**src/shared/ptm_cfg.svh**
```systemverilog
// Register offsets, field positions, reset values for the periodic timer.
// Assumes an 8-bit register port with byte-wide offsets.
`ifndef PTM_CFG_SVH
`define PTM_CFG_SVH
// ==========================================
// Register offsets
`define PTM_ADDR_W        4
`define PTM_OFS_CTRL0     4'h0
`define PTM_OFS_OUTCTL    4'h1
`define PTM_OFS_CAPCLR    4'h2
`define PTM_OFS_CNT_LO    4'h3
`define PTM_OFS_CNT_HI    4'h4
`define PTM_OFS_CMPA_LO   4'h5
`define PTM_OFS_CMPA_HI   4'h6
`define PTM_OFS_CMPB_LO   4'h7
`define PTM_OFS_CMPB_HI   4'h8
`define PTM_OFS_PER_LO    4'h9
`define PTM_OFS_PER_HI    4'hA
// ==========================================
// Field positions
`define PTM_CTRL0_ON      3
`define PTM_CTRL0_PAUSE   7
`define PTM_OC_CLRSEL     0
`define PTM_OC_CAPSRC     1
`define PTM_OC_INVERT     2
`define PTM_OC_INIT       3
`define PTM_RESET_BYTE    8'h00
`define PTM_CNT_W         10
`endif

```
**src/shared/ptm_pkg.sv**
```systemverilog
// Types shared by the periodic timer design.
// Assumes ptm_cfg.svh constants are included by users.
package ptm_pkg;
  // ==========================================
  // Modes and pin functions
  typedef enum logic [1:0]
  {
    PTM_MODE_CMP = 2'b00,
    PTM_MODE_CAP = 2'b01,
    PTM_MODE_PWM = 2'b10,
    PTM_MODE_TMR = 2'b11
  } ptm_mode_type;

  typedef struct packed
  {
    logic [1:0] mode;
    logic [1:0] pin_function_select;
    logic       output_initial_level;
    logic       output_invert;
    logic       capture_source_select;
    logic       counter_clear_select;
  } ptm_outctl_type;

  typedef struct packed
  {
    logic [3:0] addr;
    logic [7:0] wdata;
    logic       wr;
    logic       rd;
  } ptm_bus_type;
endpackage

```
**src/hdl/ptm_edge_det.sv**
```systemverilog
// Rising and falling edge detector for a synchronous level.
// Assumes the input is already synchronous to clk.
`timescale 1ns/1ps
`default_nettype none
module ptm_edge_det
(
  input  wire logic clk,
  input  wire logic sys_rst,
  input  wire logic level,
  output logic      rise,
  output logic      fall
);
  logic prev;

  always_ff @(posedge clk or posedge sys_rst)
  begin
    if (sys_rst)
      prev <= 1'b0;
    else
      prev <= level;
  end

  assign rise = level & ~prev;
  assign fall = ~level & prev;
endmodule
`default_nettype wire

```
**src/hdl/ptm_core.sv**
```systemverilog
// Periodic timer: 10-bit counter, compare A/P, capture into A/B, output pin.
// Assumes one clock; tick and pins synchronous to clk; byte register port.
`timescale 1ns/1ps
`default_nettype none
`include "ptm_cfg.svh"
module ptm_core
  import ptm_pkg::*;
#(
  parameter int CNT_W = `PTM_CNT_W
)
(
  input  wire logic                   clk,
  input  wire logic                   sys_rst,
  input  wire logic [`PTM_ADDR_W-1:0] reg_addr,
  input  wire logic [7:0]             reg_wdata,
  input  wire logic                   reg_wr,
  input  wire logic                   reg_rd,
  output logic      [7:0]             reg_rdata,
  input  wire logic                   count_tick,
  input  wire logic                   timer_external_pin,
  input  wire logic                   line_comparator_output,
  output logic                        timer_output_pin,
  output logic                        timer_output_enable,
  output logic                        match_a_event,
  output logic                        match_p_event
);
  // ==========================================
  // Registers
  logic [7:0]       ctrl0;
  ptm_outctl_type   oc;
  logic [1:0]       capture_clear_select;
  logic             latch_edge_flag;
  logic [CNT_W-1:0] counter;
  logic [CNT_W-1:0] compare_a_value;
  logic [CNT_W-1:0] compare_b_value;
  logic [CNT_W-1:0] period_value;
  logic             out_level;
  logic             pulse_active;
  logic             on_prev;

  ptm_mode_type     mode;
  logic             counter_on;
  logic             paused;
  logic             on_rise;
  logic             running;
  logic             cap_in;
  logic             cap_rise;
  logic             cap_fall;
  logic             hit_a;
  logic             hit_p;
  logic             overflow;
  logic             clr_a_sel;
  logic             do_clear;
  logic             latch_a;
  logic             latch_b;
  logic             cap_clear;
  logic             pulse_stop;
  logic             next_out_level;
  logic             pwm_wave;
  logic             raw_out;

  assign mode       = ptm_mode_type'(oc.mode);
  assign counter_on = ctrl0[`PTM_CTRL0_ON];
  assign paused     = ctrl0[`PTM_CTRL0_PAUSE];
  assign on_rise    = counter_on & ~on_prev;
  assign running    = counter_on & ~paused & count_tick;

  // ==========================================
  // Capture input
  assign cap_in = oc.capture_source_select ? timer_external_pin : line_comparator_output;

  ptm_edge_det u_cap_edge
  (
    .clk     (clk),
    .sys_rst (sys_rst),
    .level   (cap_in),
    .rise    (cap_rise),
    .fall    (cap_fall)
  );

  always_comb
  begin
    latch_a = 1'b0;
    latch_b = 1'b0;
    if (mode == PTM_MODE_CAP && counter_on)
    begin
      if (capture_clear_select == 2'h0)
      begin
        case (oc.pin_function_select)
          2'h0:    latch_a = cap_rise;
          2'h1:    latch_a = cap_fall;
          2'h2:    latch_a = cap_rise | cap_fall;
          default: latch_a = 1'b0;
        endcase
      end
      else
      begin
        case (oc.pin_function_select)
          2'h0:    latch_b = cap_rise;
          2'h1:    latch_a = cap_fall;
          2'h2:
          begin
            latch_a = cap_fall;
            latch_b = cap_rise;
          end
          default: latch_a = 1'b0;
        endcase
      end
    end
  end

  always_comb
  begin
    cap_clear = 1'b0;
    if (mode == PTM_MODE_CAP && counter_on)
    begin
      case (capture_clear_select)
        2'h1:    cap_clear = cap_rise;
        2'h2:    cap_clear = cap_fall;
        2'h3:    cap_clear = cap_rise | cap_fall;
        default: cap_clear = 1'b0;
      endcase
    end
  end

  // ==========================================
  // Comparators and counter clear
  assign hit_a    = running && (counter == compare_a_value);
  assign hit_p    = running && (counter == period_value);
  assign overflow = running && (counter == {CNT_W{1'b1}});
  assign clr_a_sel = oc.counter_clear_select &&
                     (mode == PTM_MODE_CMP || mode == PTM_MODE_TMR);

  always_comb
  begin
    if (clr_a_sel)
      do_clear = hit_a;
    else if (period_value == '0)
      do_clear = overflow;
    else
      do_clear = hit_p;
  end

  assign pulse_stop = (mode == PTM_MODE_PWM) && (oc.pin_function_select == 2'h3) && hit_a;
  assign match_a_event = hit_a && !(compare_a_value == '0 && mode != PTM_MODE_PWM);
  assign match_p_event = hit_p && !clr_a_sel;

  always_ff @(posedge clk or posedge sys_rst)
  begin
    if (sys_rst)
      on_prev <= 1'b0;
    else
      on_prev <= counter_on;
  end

  // Pre-clear value is latched in the same cycle as the clear
  always_ff @(posedge clk or posedge sys_rst)
  begin
    if (sys_rst)
      counter <= '0;
    else if (on_rise)
      counter <= '0;
    else if (cap_clear)
      counter <= '0;
    else if (running && mode != PTM_MODE_PWM)
      counter <= do_clear ? '0 : counter + CNT_W'(1);
    // Period zero means a full-range cycle, so only the natural wrap clears
    else if (running)
      counter <= (hit_p && period_value != '0) ? '0 : counter + CNT_W'(1);
  end

  always_ff @(posedge clk or posedge sys_rst)
  begin
    if (sys_rst)
      latch_edge_flag <= 1'b0;
    else if (latch_a || latch_b)
      latch_edge_flag <= cap_rise;
  end

  // ==========================================
  // Register writes and capture loads
  always_ff @(posedge clk or posedge sys_rst)
  begin
    if (sys_rst)
    begin
      ctrl0                <= `PTM_RESET_BYTE;
      oc                   <= ptm_outctl_type'(`PTM_RESET_BYTE);
      capture_clear_select <= 2'h0;
      period_value         <= '0;
    end
    else
    begin
      if (reg_wr)
      begin
        case (reg_addr)
          `PTM_OFS_CTRL0:  ctrl0 <= {reg_wdata[7:3], 3'h0};
          `PTM_OFS_OUTCTL: oc <= ptm_outctl_type'(reg_wdata);
          `PTM_OFS_CAPCLR: capture_clear_select <= reg_wdata[2:1];
          `PTM_OFS_PER_LO: period_value[7:0] <= reg_wdata;
          `PTM_OFS_PER_HI: period_value[CNT_W-1:8] <= reg_wdata[CNT_W-9:0];
          default:         ctrl0 <= ctrl0;
        endcase
      end
      // Pulse end beats a same-cycle control write, other writes still land
      if (pulse_stop)
        ctrl0[`PTM_CTRL0_ON] <= 1'b0;
    end
  end

  // Capture wins over a software write in the same cycle
  always_ff @(posedge clk or posedge sys_rst)
  begin
    if (sys_rst)
    begin
      compare_a_value <= '0;
      compare_b_value <= '0;
    end
    else
    begin
      if (latch_a)
        compare_a_value <= counter;
      else if (reg_wr && reg_addr == `PTM_OFS_CMPA_LO)
        compare_a_value[7:0] <= reg_wdata;
      else if (reg_wr && reg_addr == `PTM_OFS_CMPA_HI)
        compare_a_value[CNT_W-1:8] <= reg_wdata[CNT_W-9:0];
      if (latch_b)
        compare_b_value <= counter;
      else if (reg_wr && reg_addr == `PTM_OFS_CMPB_LO)
        compare_b_value[7:0] <= reg_wdata;
      else if (reg_wr && reg_addr == `PTM_OFS_CMPB_HI)
        compare_b_value[CNT_W-1:8] <= reg_wdata[CNT_W-9:0];
    end
  end

  // ==========================================
  // Output stage
  always_comb
  begin
    next_out_level = out_level;
    if (on_rise)
      next_out_level = oc.output_initial_level;
    else if (mode == PTM_MODE_CMP && match_a_event)
    begin
      case (oc.pin_function_select)
        2'h1:    next_out_level = 1'b0;
        2'h2:    next_out_level = 1'b1;
        2'h3:    next_out_level = ~out_level;
        default: next_out_level = out_level;
      endcase
    end
  end

  always_ff @(posedge clk or posedge sys_rst)
  begin
    if (sys_rst)
      out_level <= 1'b0;
    else
      out_level <= next_out_level;
  end

  always_ff @(posedge clk or posedge sys_rst)
  begin
    if (sys_rst)
      pulse_active <= 1'b0;
    else if (on_rise)
      pulse_active <= 1'b1;
    else if (!counter_on || pulse_stop)
      pulse_active <= 1'b0;
  end

  // Duty at or above the period gives a full-on wave
  assign pwm_wave = (counter < compare_a_value) ||
                    (period_value != '0 && compare_a_value >= period_value);

  always_comb
  begin
    raw_out = out_level;
    if (mode == PTM_MODE_PWM)
    begin
      case (oc.pin_function_select)
        2'h0:    raw_out = ~oc.output_initial_level;
        2'h1:    raw_out = oc.output_initial_level;
        2'h2:    raw_out = pwm_wave ? oc.output_initial_level : ~oc.output_initial_level;
        default: raw_out = pulse_active ? oc.output_initial_level : ~oc.output_initial_level;
      endcase
    end
  end

  // Pin is undriven in capture and timer modes, so polarity has no effect there
  always_ff @(posedge clk or posedge sys_rst)
  begin
    if (sys_rst)
    begin
      timer_output_pin    <= 1'b0;
      timer_output_enable <= 1'b0;
    end
    else
    begin
      timer_output_pin    <= raw_out ^ oc.output_invert;
      timer_output_enable <= (mode == PTM_MODE_CMP) || (mode == PTM_MODE_PWM);
    end
  end

  // ==========================================
  // Register reads
  always_ff @(posedge clk or posedge sys_rst)
  begin
    if (sys_rst)
      reg_rdata <= 8'h00;
    else if (reg_rd)
    begin
      case (reg_addr)
        `PTM_OFS_CTRL0:   reg_rdata <= ctrl0;
        `PTM_OFS_OUTCTL:  reg_rdata <= oc;
        `PTM_OFS_CAPCLR:  reg_rdata <= {5'h00, capture_clear_select, latch_edge_flag};
        `PTM_OFS_CNT_LO:  reg_rdata <= counter[7:0];
        `PTM_OFS_CNT_HI:  reg_rdata <= {6'h00, counter[9:8]};
        `PTM_OFS_CMPA_LO: reg_rdata <= compare_a_value[7:0];
        `PTM_OFS_CMPA_HI: reg_rdata <= {6'h00, compare_a_value[9:8]};
        `PTM_OFS_CMPB_LO: reg_rdata <= compare_b_value[7:0];
        `PTM_OFS_CMPB_HI: reg_rdata <= {6'h00, compare_b_value[9:8]};
        `PTM_OFS_PER_LO:  reg_rdata <= period_value[7:0];
        `PTM_OFS_PER_HI:  reg_rdata <= {6'h00, period_value[9:8]};
        default:          reg_rdata <= 8'h00;
      endcase
    end
    else
      reg_rdata <= 8'h00;
  end
endmodule
`default_nettype wire

```
**config.mk**
```make
export PLATFORM = sky130hd
export DESIGN_NAME = ptm_core
export DESIGN_NICKNAME = d
export VERILOG_FILES = /design/src/shared/ptm_pkg.sv /design/src/hdl/ptm_edge_det.sv /design/src/hdl/ptm_core.sv
export VERILOG_INCLUDE_DIRS = /design/src /design/src/shared
export SDC_FILE = /design/constraint.sdc
export NUM_CORES = 1
export LEC_CHECK = 0
export BUFFER_PORTS_ARGS = -buffer_cell sky130_fd_sc_hd__buf_2
export CAP_MARGIN = 20
export CORE_MARGIN = 2
export CORE_UTILIZATION = 25
export DETAILED_ROUTE_END_ITERATION = 8
export MAX_ROUTING_LAYER = met4
export PLACE_DENSITY = 0.41
export RECOVER_POWER = 100
export SETUP_SLACK_MARGIN = 0.15
export SLEW_MARGIN = 20
export SYNTH_ARGS = -nofsm -noshare
export SYNTH_HDL_FRONTEND = slang
export SYNTH_SLANG_ARGS = --single-unit
```
**constraint.sdc**
```tcl
create_clock -name clk -period 2.65 [get_ports clk]
set_input_delay 0.3975 -clock clk [delete_from_list [all_inputs] [get_ports clk]]
set_output_delay 0.3975 -clock clk [all_outputs]
set_load 0.01 [all_outputs]
```
==> impl_results.md, run 1 <==
- Final setup fails: 0
- Fmax: 410 MHz
- Seq cells post-synth: 70
- Fin. Hold Viols: 0
- Crit start category: flip-flop
- Detailed Routing Iterations Pass 1: 7
- Synth Cell Area: 0.00460 mm2
- DR vias/cell: 5.11
- Antenna Nets Post-Route: 0
- Crit end category: output pin
- GPL Wtd Cong: 0.904
- Mean Syn Cell Area: 9.18 um2
- Crit path arrival time: 2040 ps
- Async SR Flop Fraction: 100%
- TritonCTS Sinks: 70
- Clock root buffer: clkbuf_16
- Post-layout util: 29.8%
- CP Class: reg2out
- Vias: 3,975
- Violated checks: max-capacitance violations, max-slew violations
- Worst skew pair latency: 350 ps
- Core footprint: 0.0180 mm2
- Reg2reg end: timer_output_pin
- Period minus WS final: 2440 ps
- Layout cells sized above 1: 17.1%
- Worst vdd ir: 298 uV
- R2r setup slk: 270 ps
- Distinct cells, synth: 63
- Syn nets: 550
- CTS buffer count: 9
- Slew Limit Fails: 71
- Initial antenna violation count: 0
- Vias in the first global route: 3,987
- Slowest stage delay, CP: 470 ps
- Die W: 140 um
- Cell Chain, Critical Path: ha_1 > nand4_1 > nor3_4 > and3_1 > clkbuf_1
- Wire per inst: 19.7 um
- Dpl cells: 762
- Io pins: 31
- GR Overflow Total: 0
- Most area-consuming cells after synthesis: dfrtp_1 (38%), ha_1 (8.2%), mux2i_1 (6.7%), o21ai_0 (5.0%), nand2_1 (4.9%)
- R2R depth: 8
- Pin count of the biggest net entering global routing: 71
- Routed WL: 15,300 um
- Hold path endpoint: u_cap_edge.prev
- Final HPWL DP: 11,500 um
- Net total in the final layout: 593
- Layout area overhead: 16.8%
- Setup TNS: 0 ps
- RSZ-0062 raised after global routing: true
- DRC viols: 0
- GRT Total Usage: 16.9%
- Slew margin rel.: -24.4%
- Hold path depth: 3
- Clock Skews: 12.2 ps
- Max-Cap Viols: 1
- Post-CTS Repair Setup Buffers: 0
- Slowest CP cell: dfrtp_1
- Worst Hold Class: in2reg
- I/O Buffers: 30
- Worst EP required: 2250 ps
- Dpl ws: 102 ps
- Antenna fix cells: 0
- Post-synthesis cell count: 501
- Synth Warn #: 0
- Power Density: 827 mW/mm2
- H-tree depth: 3
- Run status: finished with violations
- Fin cells: 778
- Post-synthesis sequential area ratio: 38.1%
- Hold wc startpoint: line_comparator_output
- Yosys top cell area share: 38.1%
- P_leak: 2.38 nW
- Crit-path max FO: 5
- CTS tree: built
- Area leader, netlist: dfrtp_1
- Period utilisation layout: 92.0%
- Die area: 0.0195 mm2
- Actual slew at the worst max-slew pin: 1870 ps
- Reg-to-Reg Start: oc[4]
- Clock Tree Buf Depth: 2
- First-pass GRT wire length: 24,300 um
- Starting Density: 25.5%
- Synth Flop Type: dfrtp_1
- Final WS setup: 211 ps
- Drt first-iter violations: 356
- Clk slew on worst S/H paths: 60 ps
- Row Count: 49
- Post-synth EDFFs: 0
- Die Y: 140 um
[report_power, final]
part	leakage, nW	switching (mW)	internal [mW]
Sequential	0.884	0.303	1.34
Clock	0.135	0.547	0.654
Combinational	1.36	0.898	0.695
[final cells by class]
cell class / count / area, um2
multi-input cells: 371 / 2580
well taps: 229 / 287
inverters: 31 / 116
fillers: 1951 / 12700
repair buffers: 61 / 350
clock buffers: 9 / 225
clock inverters: 7 / 61.3
flip-flops and latches: 70 / 1750
[sequential cells by signal, indices dropped and copies added, names as in the netlist, 2 cells and up]
signal / flops
capture_clear_select: 2
compare_a_value: 10
compare_b_value: 10
counter: 10
ctrl0: 5
mode: 2
oc: 6
period_value: 10
reg_rdata: 8
[placed cells by master, fill, tap and decap left out, types with 2 or more instances in the layout]
cell type | synthesis | layout
and3_1 | 9 | 9
buf_2 | 9 | 17
a22oi_1 | 6 | 6
nor4_1 | 7 | 8
nand4_1 | 7 | 7
a222oi_1 | 3 | 3
a32o_1 | 3 | 3
o211ai_1 | 3 | 3
clkbuf_1 | 11 | 16
or2_2 | 2 | 2
and2_1 | 3 | 2
inv_1 | 31 | 31
nor3_1 | 12 | 10
xor2_1 | 10 | 10
nand2b_1 | 6 | 6
o21ai_0 | 46 | 47
nand3b_1 | 5 | 5
buf_4 | 4 | 26
mux2_2 | 19 | 19
ha_1 | 30 | 30
inv_6 | 0 | 4
nand2_1 | 60 | 60
mux2i_1 | 31 | 31
xnor2_1 | 2 | 2
or4_1 | 2 | 2
nor2_1 | 25 | 25
o21bai_1 | 2 | 2
a21oi_1 | 20 | 20
nand4b_1 | 2 | 2
clkbuf_16 | 0 | 9
dfrtp_1 | 70 | 68
clkbuf_2 | 0 | 2
clkinvlp_4 | 0 | 2
a31oi_1 | 7 | 7
nor2b_1 | 7 | 7
nand3_1 | 12 | 13
dfrtp_2 | 0 | 2
[through the flow]
stage          hold slack [ps]  power (mW)  area (um2)
3_5_place_dp               498        3.23        5120
3_3_place_gp               498        3.21        5120
4_1_cts                    142        4.47        5410
5_1_grt                    362        4.77        5370
6_report                   324        4.44        5370
2_1_floorplan              452        2.60        4600
[worst max path at each step]
stage | from | endpoint | slack, ps | cells past startpoint
detailed placement | period_value[7] | timer_output_pin | 100 | 9
global placement | period_value[7] | timer_output_pin | 120 | 9
finish | counter[4] | match_a_event | 210 | 5
floorplan | sys_rst | capture_clear_select[0] | 480 | 1
global route | reg_addr[1] | compare_b_value[7] | 80 | 6
CTS | oc[1] | counter[4] | 160 | 9
[cells in the mapped netlist (all sizes together) (5+ instances only)]
cell     n
dfrtp   70
nand2   60
o21ai   48
inv     31
mux2i   31
ha      30
nor2    26
a21oi   21
mux2    21
buf     18
nand3   13
nor3    12
clkbuf  11
xor2    11
and3     9
nor4     8
a31oi    7
nand4    7
nor2b    7
a22oi    6
nand2b   6
nand3b   5
[timing repair]
item                       4_1_cts  5_1_grt
setup endpoints to repair        2        9
hold buffers                     0        0
gates resized for setup          2        6
[metal layers]
| metal | track usage [%] | share of wire, % |
|---|---|---|
| met5 | - | 0 |
| met4 | 6.58 | 1.9 |
| met3 | 2.20 | 4.8 |
| met2 | 25.6 | 47 |
| met1 | 23.1 | 47 |
[cell families after synthesis]
kind of cell,after synthesis,share of synthesized area [%]
compound gates,110,15.0
xor+xnor,13,2.64
fa+ha+maj,30,8.16
buf+inv,60,6.12
flops,70,38.1
mux,52,12.0
simple gates,166,18.0
[worst max-delay path: cells and delay by family (launching register included)]
kind / cells / cell delay (ps)
flip-flops: 1 / 470
adder cells (fa/ha/maj): 1 / 360
buffers and inverters: 1 / 170
AND/OR/NAND/NOR: 3 / 700
Power figures use the tool's default switching activity.
==> run 2: changes to the inputs <==
Settings changed: ABC_AREA from default to 1, SETUP_SLACK_MARGIN 0.15 to 0.05.
==> run 2 against run 1 <==
  * The flow still finishes with violations (max-capacitance violations, max-slew violations)
  * Via count increased by 0.30%
  * Non-clock buffer count decreased by 27
  * Register-to-register slack improved by 90 ps
  * Sequential power decreased by 6%
  * Worst setup slack got worse by 10 ps
  * Total power decreased by 6.3%
  * Highest routed layer unchanged
==> impl_results.md, run 2 <==
- Run status: finished with violations
- Violated checks: max-capacitance violations, max-slew violations
- Power Density: 804 mW/mm2
- GPL Wtd Cong: 0.887
- Crit path arrival time: 2050 ps
- Synth Warn #: 0
- Fmax: 408 MHz
- R2r setup slk: 360 ps
- Die area: 0.0190 mm2
- Distinct cells, synth: 46
- CP delay by family, top: simple AND/OR/NAND/NOR gates
- Syn nets: 616
- Drt first-iter violations: 334
- Period minus WS final: 2450 ps
- Post_cts resized: 0
- Initial antenna violation count: 0
- DRC viols: 0
- Final WS setup: 201 ps
- Post-synth EDFFs: 0
- Clock Tree Buf Depth: 2
- Starting Density: 25.7%
- Crit-path max FO: 7
- Hold wc startpoint: reg_rd
- GR Overflow Total: 0
- Pin count of the biggest net entering global routing: 71
- Cell Chain, Critical Path: ha_1 > nand4_1 > nor2_1 > nand4_1 > inv_1 > nand2_1 > inv_1 > clkbuf_1
- Worst Hold Class: in2reg
- P_leak: 2.51 nW
- Slowest stage delay, CP: 490 ps
- Crit start category: flip-flop
- Clock Skews: 4.60 ps
- DR vias/cell: 4.77
- Worst vdd ir: 295 uV
- Die Y: 138 um
- Clock root buffer: clkbuf_16
- Crit end category: output pin
- CTS buffer count: 9
- CP Class: reg2out
- Dpl ws: 360 ps
- GRT Total Usage: 17.9%
- Area leader, netlist: dfrtp_1
- Clk slew on worst S/H paths: 60 ps
- Crit path from: counter[5]
- Post-CTS Repair Setup Buffers: 0
- Fillers: 1,918
- Min Hold Slack: 278 ps
- Slew Limit Fails: 71
- Row Count: 48
- FF+latch area: 0.00175 mm2
- Final setup fails: 0
- Post-synthesis sequential area ratio: 39.1%
- Worst skew pair latency: 350 ps
- TritonCTS Sinks: 70
- RSZ-0062 raised after global routing: false
- Layout area overhead: 15.7%
- Period utilisation layout: 92.4%
- Io pins: 31
- Synth Flop Type: dfrtp_1
- Synth cell count leaders: nand2_1 (127), inv_1 (93), dfrtp_1 (70), nor2_1 (42), o21ai_0 (33)
- Fin cells: 835
- Max-Cap Viols: 1
- Placed cell area: 0.00491 mm2
- Net total in the final layout: 654
- Final HPWL DP: 12,000 um
- Async SR Flop Fraction: 100%
- Reg2reg end: counter[3]
- Synth Cell Area: 0.00447 mm2
- CTS tree: built
- Wire per inst: 18.4 um
- Layout cells sized above 1: 10.2%
- WP buf/inv: 3
- Actual slew at the worst max-slew pin: 1880 ps
- Post-layout util: 29.7%
- Hold path endpoint: reg_rdata[1]
- Fin. Hold Viols: 0
- Post-synthesis cell count: 567
- Multi-input gate area: 0.00225 mm2
- Yosys top cell area share: 39.1%
- Most area-consuming cells after synthesis: dfrtp_1 (39%), nand2_1 (11%), ha_1 (8.4%), inv_1 (7.8%), o21ai_0 (3.7%)
- I/O Buffers: 30
- Die W: 138 um
- Seq cells post-synth: 70
- H-tree depth: 3
- Slew margin rel.: -25.5%
- Power, Total: 4.16 mW
- Most frequent cell after synthesis: nand2_1
- First-pass GRT wire length: 23,800 um
- Detailed Routing Iterations Pass 1: 8
- Worst EP required: 2250 ps
- Commonest non-fill, non-tap cell in the layout: nand2_1
- Core footprint: 0.0174 mm2
- Vias: 3,987
- Reg-to-Reg Start: oc[1]
- Final instance area: 0.00518 mm2
- Hold buffer count at cts: 0
- Commonest non-fill, non-tap cells in the layout: nand2_1 (128), inv_1 (97), dfrtp_1 (70)
- Antenna fix cells: 0
- Dpl cells: 819
- Hold path depth: 3
- Slowest CP cell: dfrtp_1
- Routed WL: 15,400 um
- Setup TNS: 0 ps
- Mean Syn Cell Area: 7.89 um2
- Number of cells on the critical path: 8
- Antenna Nets Post-Route: 0
- Vias in the first global route: 4,057
- R2R depth: 9
run 2: cell types whose count changed in the layout (fill, tap and decap cells not counted), moves of 19 or more:
cell and change:
inv_1 +66, buf_4 -23, mux2i_1 -31, nand2_1 +68, nor2_1 +19, mux2_2 -19
run 2: worst max-delay path by stage:
stage          slack (ps)                       to
6_report              200            match_a_event
5_1_grt                50       compare_b_value[1]
4_1_cts               170            match_a_event
3_5_place_dp          360       compare_a_value[4]
3_3_place_gp          410               counter[5]
2_1_floorplan         480  capture_clear_select[0]
run 2: area by class of cell:
cell class | count | share of cell area, %
multi-input combinational | 384 | 43.4
timing repair buffer | 34 | 3.09
tap | 225 | 5.44
clock buffer | 11 | 4.88
clock inverter | 5 | 1.57
sequential | 70 | 33.8
inverter | 106 | 7.76
run 2: cells by family after synthesis:
group           synth area share, %
compound gates                 14.5
xor+xnor                       3.52
fa+ha+maj                      8.39
buf+inv                        9.87
flops                          39.1
simple gates                   24.6
run 2: per-layer routing:
metal  global-route usage (%)  routed length, um  vias to the layer above
li1                         -                  -                     1941
met1                     23.3               7130                     1932
met2                     28.2               7110                       99
met3                     3.53                846                       15
met4                     5.39                271                        0
met5                        -                  0                        -
run 2: power by group:
group | switching, mW | internal [mW] | total, mW
clock | 0.503 | 0.876 | 1.38
sequential | 0.243 | 1.31 | 1.55
combinational | 0.769 | 0.459 | 1.23
run 2: worst reg2reg max path: cells and delay by family (launching register included):
family | cells | cell delay (ps)
DFF | 1 | 430
and+or+nand+nor | 4 | 560
AOI/OAI and AO/OA | 3 | 780
adders and majority gates | 1 | 290
buffers and inverters | 1 | 110
==> run 3: changes to the inputs <==
Settings changed: CORE_MARGIN 2 to 10, TNS_END_PERCENT from default to 1.
==> run 3 against run 2 <==
  * The run now ends clean
  * Flip-flop and latch count is the same
  * Clock skew grew 2.0 ps
  * Register-to-register slack lost 100 ps
  * Highest routed layer unchanged
  * Non-clock buffer count grew 5
  * Final cell count grew 0.36%
  * Total power shrank 6.2%
  * Combinational power is essentially flat
  * First-iteration DRC count shrank 7.8%
  * Critical endpoint unchanged
  * Via count shrank 0.38%
==> impl_results.md, run 3 (synthesis results as in run 2) <==
- Starting Density: 25.7%
- Final setup fails: 0
- Io pins: 31
- Multi-input gate area: 0.00225 mm2
- Most Frequent Cell on Critical Path: inv_1
- Fin. Hold Viols: 0
- Period utilisation layout: 91.1%
- Initial antenna violation count: 0
- DRC viols: 0
- Clock root buffer: clkbuf_16
- Post-CTS Repair Setup Buffers: 0
- Clk slew on worst S/H paths: 60 ps
- GRT Total Usage: 13.8%
- Layout area overhead: 14.6%
- DR vias/cell: 4.74
- Die W: 154 um
- Fillers: 1,919
- Slowest CP cell: dfrtp_1
- Vias: 3,972
- Fmax: 414 MHz
- Vias in the first global route: 4,131
- Clock Skews: 6.62 ps
- Drt first-iter violations: 308
- Crit path arrival time: 2020 ps
- First-pass GRT wire length: 24,700 um
- Cell Chain, Critical Path: inv_1 > ha_1 > nand4_1 > nor2_1 > nand4_1 > inv_1 > nand2_1 > inv_1 > buf_2
- Slew Limit Fails: 0
- I/O Buffers: 30
- Die Y: 154 um
- Min Hold Slack: 285 ps
- Worst skew pair latency: 340 ps
- Hold buffer count at cts: 0
- Routed WL: 15,500 um
- Commonest non-fill, non-tap cells in the layout: nand2_1 (128), inv_1 (98), dfrtp_1 (70)
- Max-Cap Viols: 0
- Net total in the final layout: 659
- CP Class: reg2out
- TritonCTS Sinks: 70
- Wire per inst: 18.6 um
- Power Density: 761 mW/mm2
- Pin count of the biggest net entering global routing: 31
- Die area: 0.0236 mm2
- Commonest non-fill, non-tap cell in the layout: nand2_1
- Final WS setup: 236 ps
- Worst vdd ir: 320 uV
- CTS buffer count: 9
- GPL Wtd Cong: 0.888
- Final instance area: 0.00513 mm2
- Actual slew at the worst max-slew pin: 1190 ps
- Slowest stage delay, CP: 400 ps
- H-tree depth: 3
- CTS tree: built
- Placed cell area: 0.00493 mm2
- Slew margin rel.: 20.9%
- P_leak: 2.50 nW
- Detailed Routing Iterations Pass 1: 5
- Antenna fix cells: 0
- Worst Hold Class: in2reg
- Period minus WS final: 2410 ps
- Run status: complete, no violations
- FF+latch area: 0.00175 mm2
- Core footprint: 0.0174 mm2
- Clock Tree Buf Depth: 2
- Worst EP required: 2250 ps
- GR Overflow Total: 0
- Dpl ws: 351 ps
- Crit-path max FO: 3
- Setup TNS: 0 ps
- Antenna Nets Post-Route: 0
- RSZ-0062 raised after global routing: false
- Layout cells sized above 1: 9.79%
- Row Count: 48
- Post_cts resized: 0
- Final HPWL DP: 12,400 um
- Power, Total: 3.90 mW
- Crit end category: output pin
- Crit start category: flip-flop
## run 3: cell count changes in the layout (fill, tap and decap cells not counted)
cell,delta
clkbuf_2,-1
clkbuf_1,+5
bufinv_16,-2
o21bai_1,-1
clkinv_4,-1
o21bai_2,+1
inv_1,+1
clkbuf_8,-1
clkinvlp_4,-1
buf_2,+1
clkinv_2,+1
buf_4,+2
inv_4,-1
## run 3: per-stage QoR
stage | util (%) | cells
after floorplan | - | 567
after global placement | 28.3 | 824
after detailed placement | 28.3 | 824
after CTS | 29.8 | 838
after global routing | 29.4 | 838
final | 29.4 | 838
## run 3: path summary, 6_finish.rpt
path | from | end | slack [ps] | cells past startpoint
worst min register to register | ctrl0[7] | ctrl0[7] | 490 | 2
min in group asynchronous | sys_rst | reg_rdata[5] | 370 | 2
worst min-delay path | reg_rd | reg_rdata[1] | 290 | 3
worst max register to register | oc[1] | counter[8] | 260 | 9
max in group asynchronous | sys_rst | counter[5] | 890 | 3
worst max-delay path | compare_a_value[5] | match_a_event | 240 | 9
## run 3: area by class of cell
class	instances	area share [%]
clock inverters	2	0.195
well taps	225	5.49
repair buffers	39	3.64
clock buffers	12	4.81
flip-flops and latches	70	34.2
inverters	106	7.79
multi-input cells	384	43.9
## run 3: worst max-delay path: cells and delay by family (launching register included)
family | cells | cell delay (ps)
simple gates | 4 | 520
fa+ha+maj | 1 | 330
buf+inv | 4 | 440
flops | 1 | 400
## run 3: power breakdown
| part | internal, mW | switching [mW] |
|---|---|---|
| Combinational | 0.459 | 0.763 |
| Sequential | 1.31 | 0.253 |
| Clock | 0.646 | 0.469 |
| Total | 2.42 | 1.48 |
## run 3: per-layer routing
metal / global-route usage (%) / wire, um / up-vias
met5: - / 0 / -
li1: - / - / 1953
met2: 21.1 / 7220 / 80
met4: 4.23 / 312 / 0
met3: 2.57 / 513 / 16
met1: 18.1 / 7500 / 1923
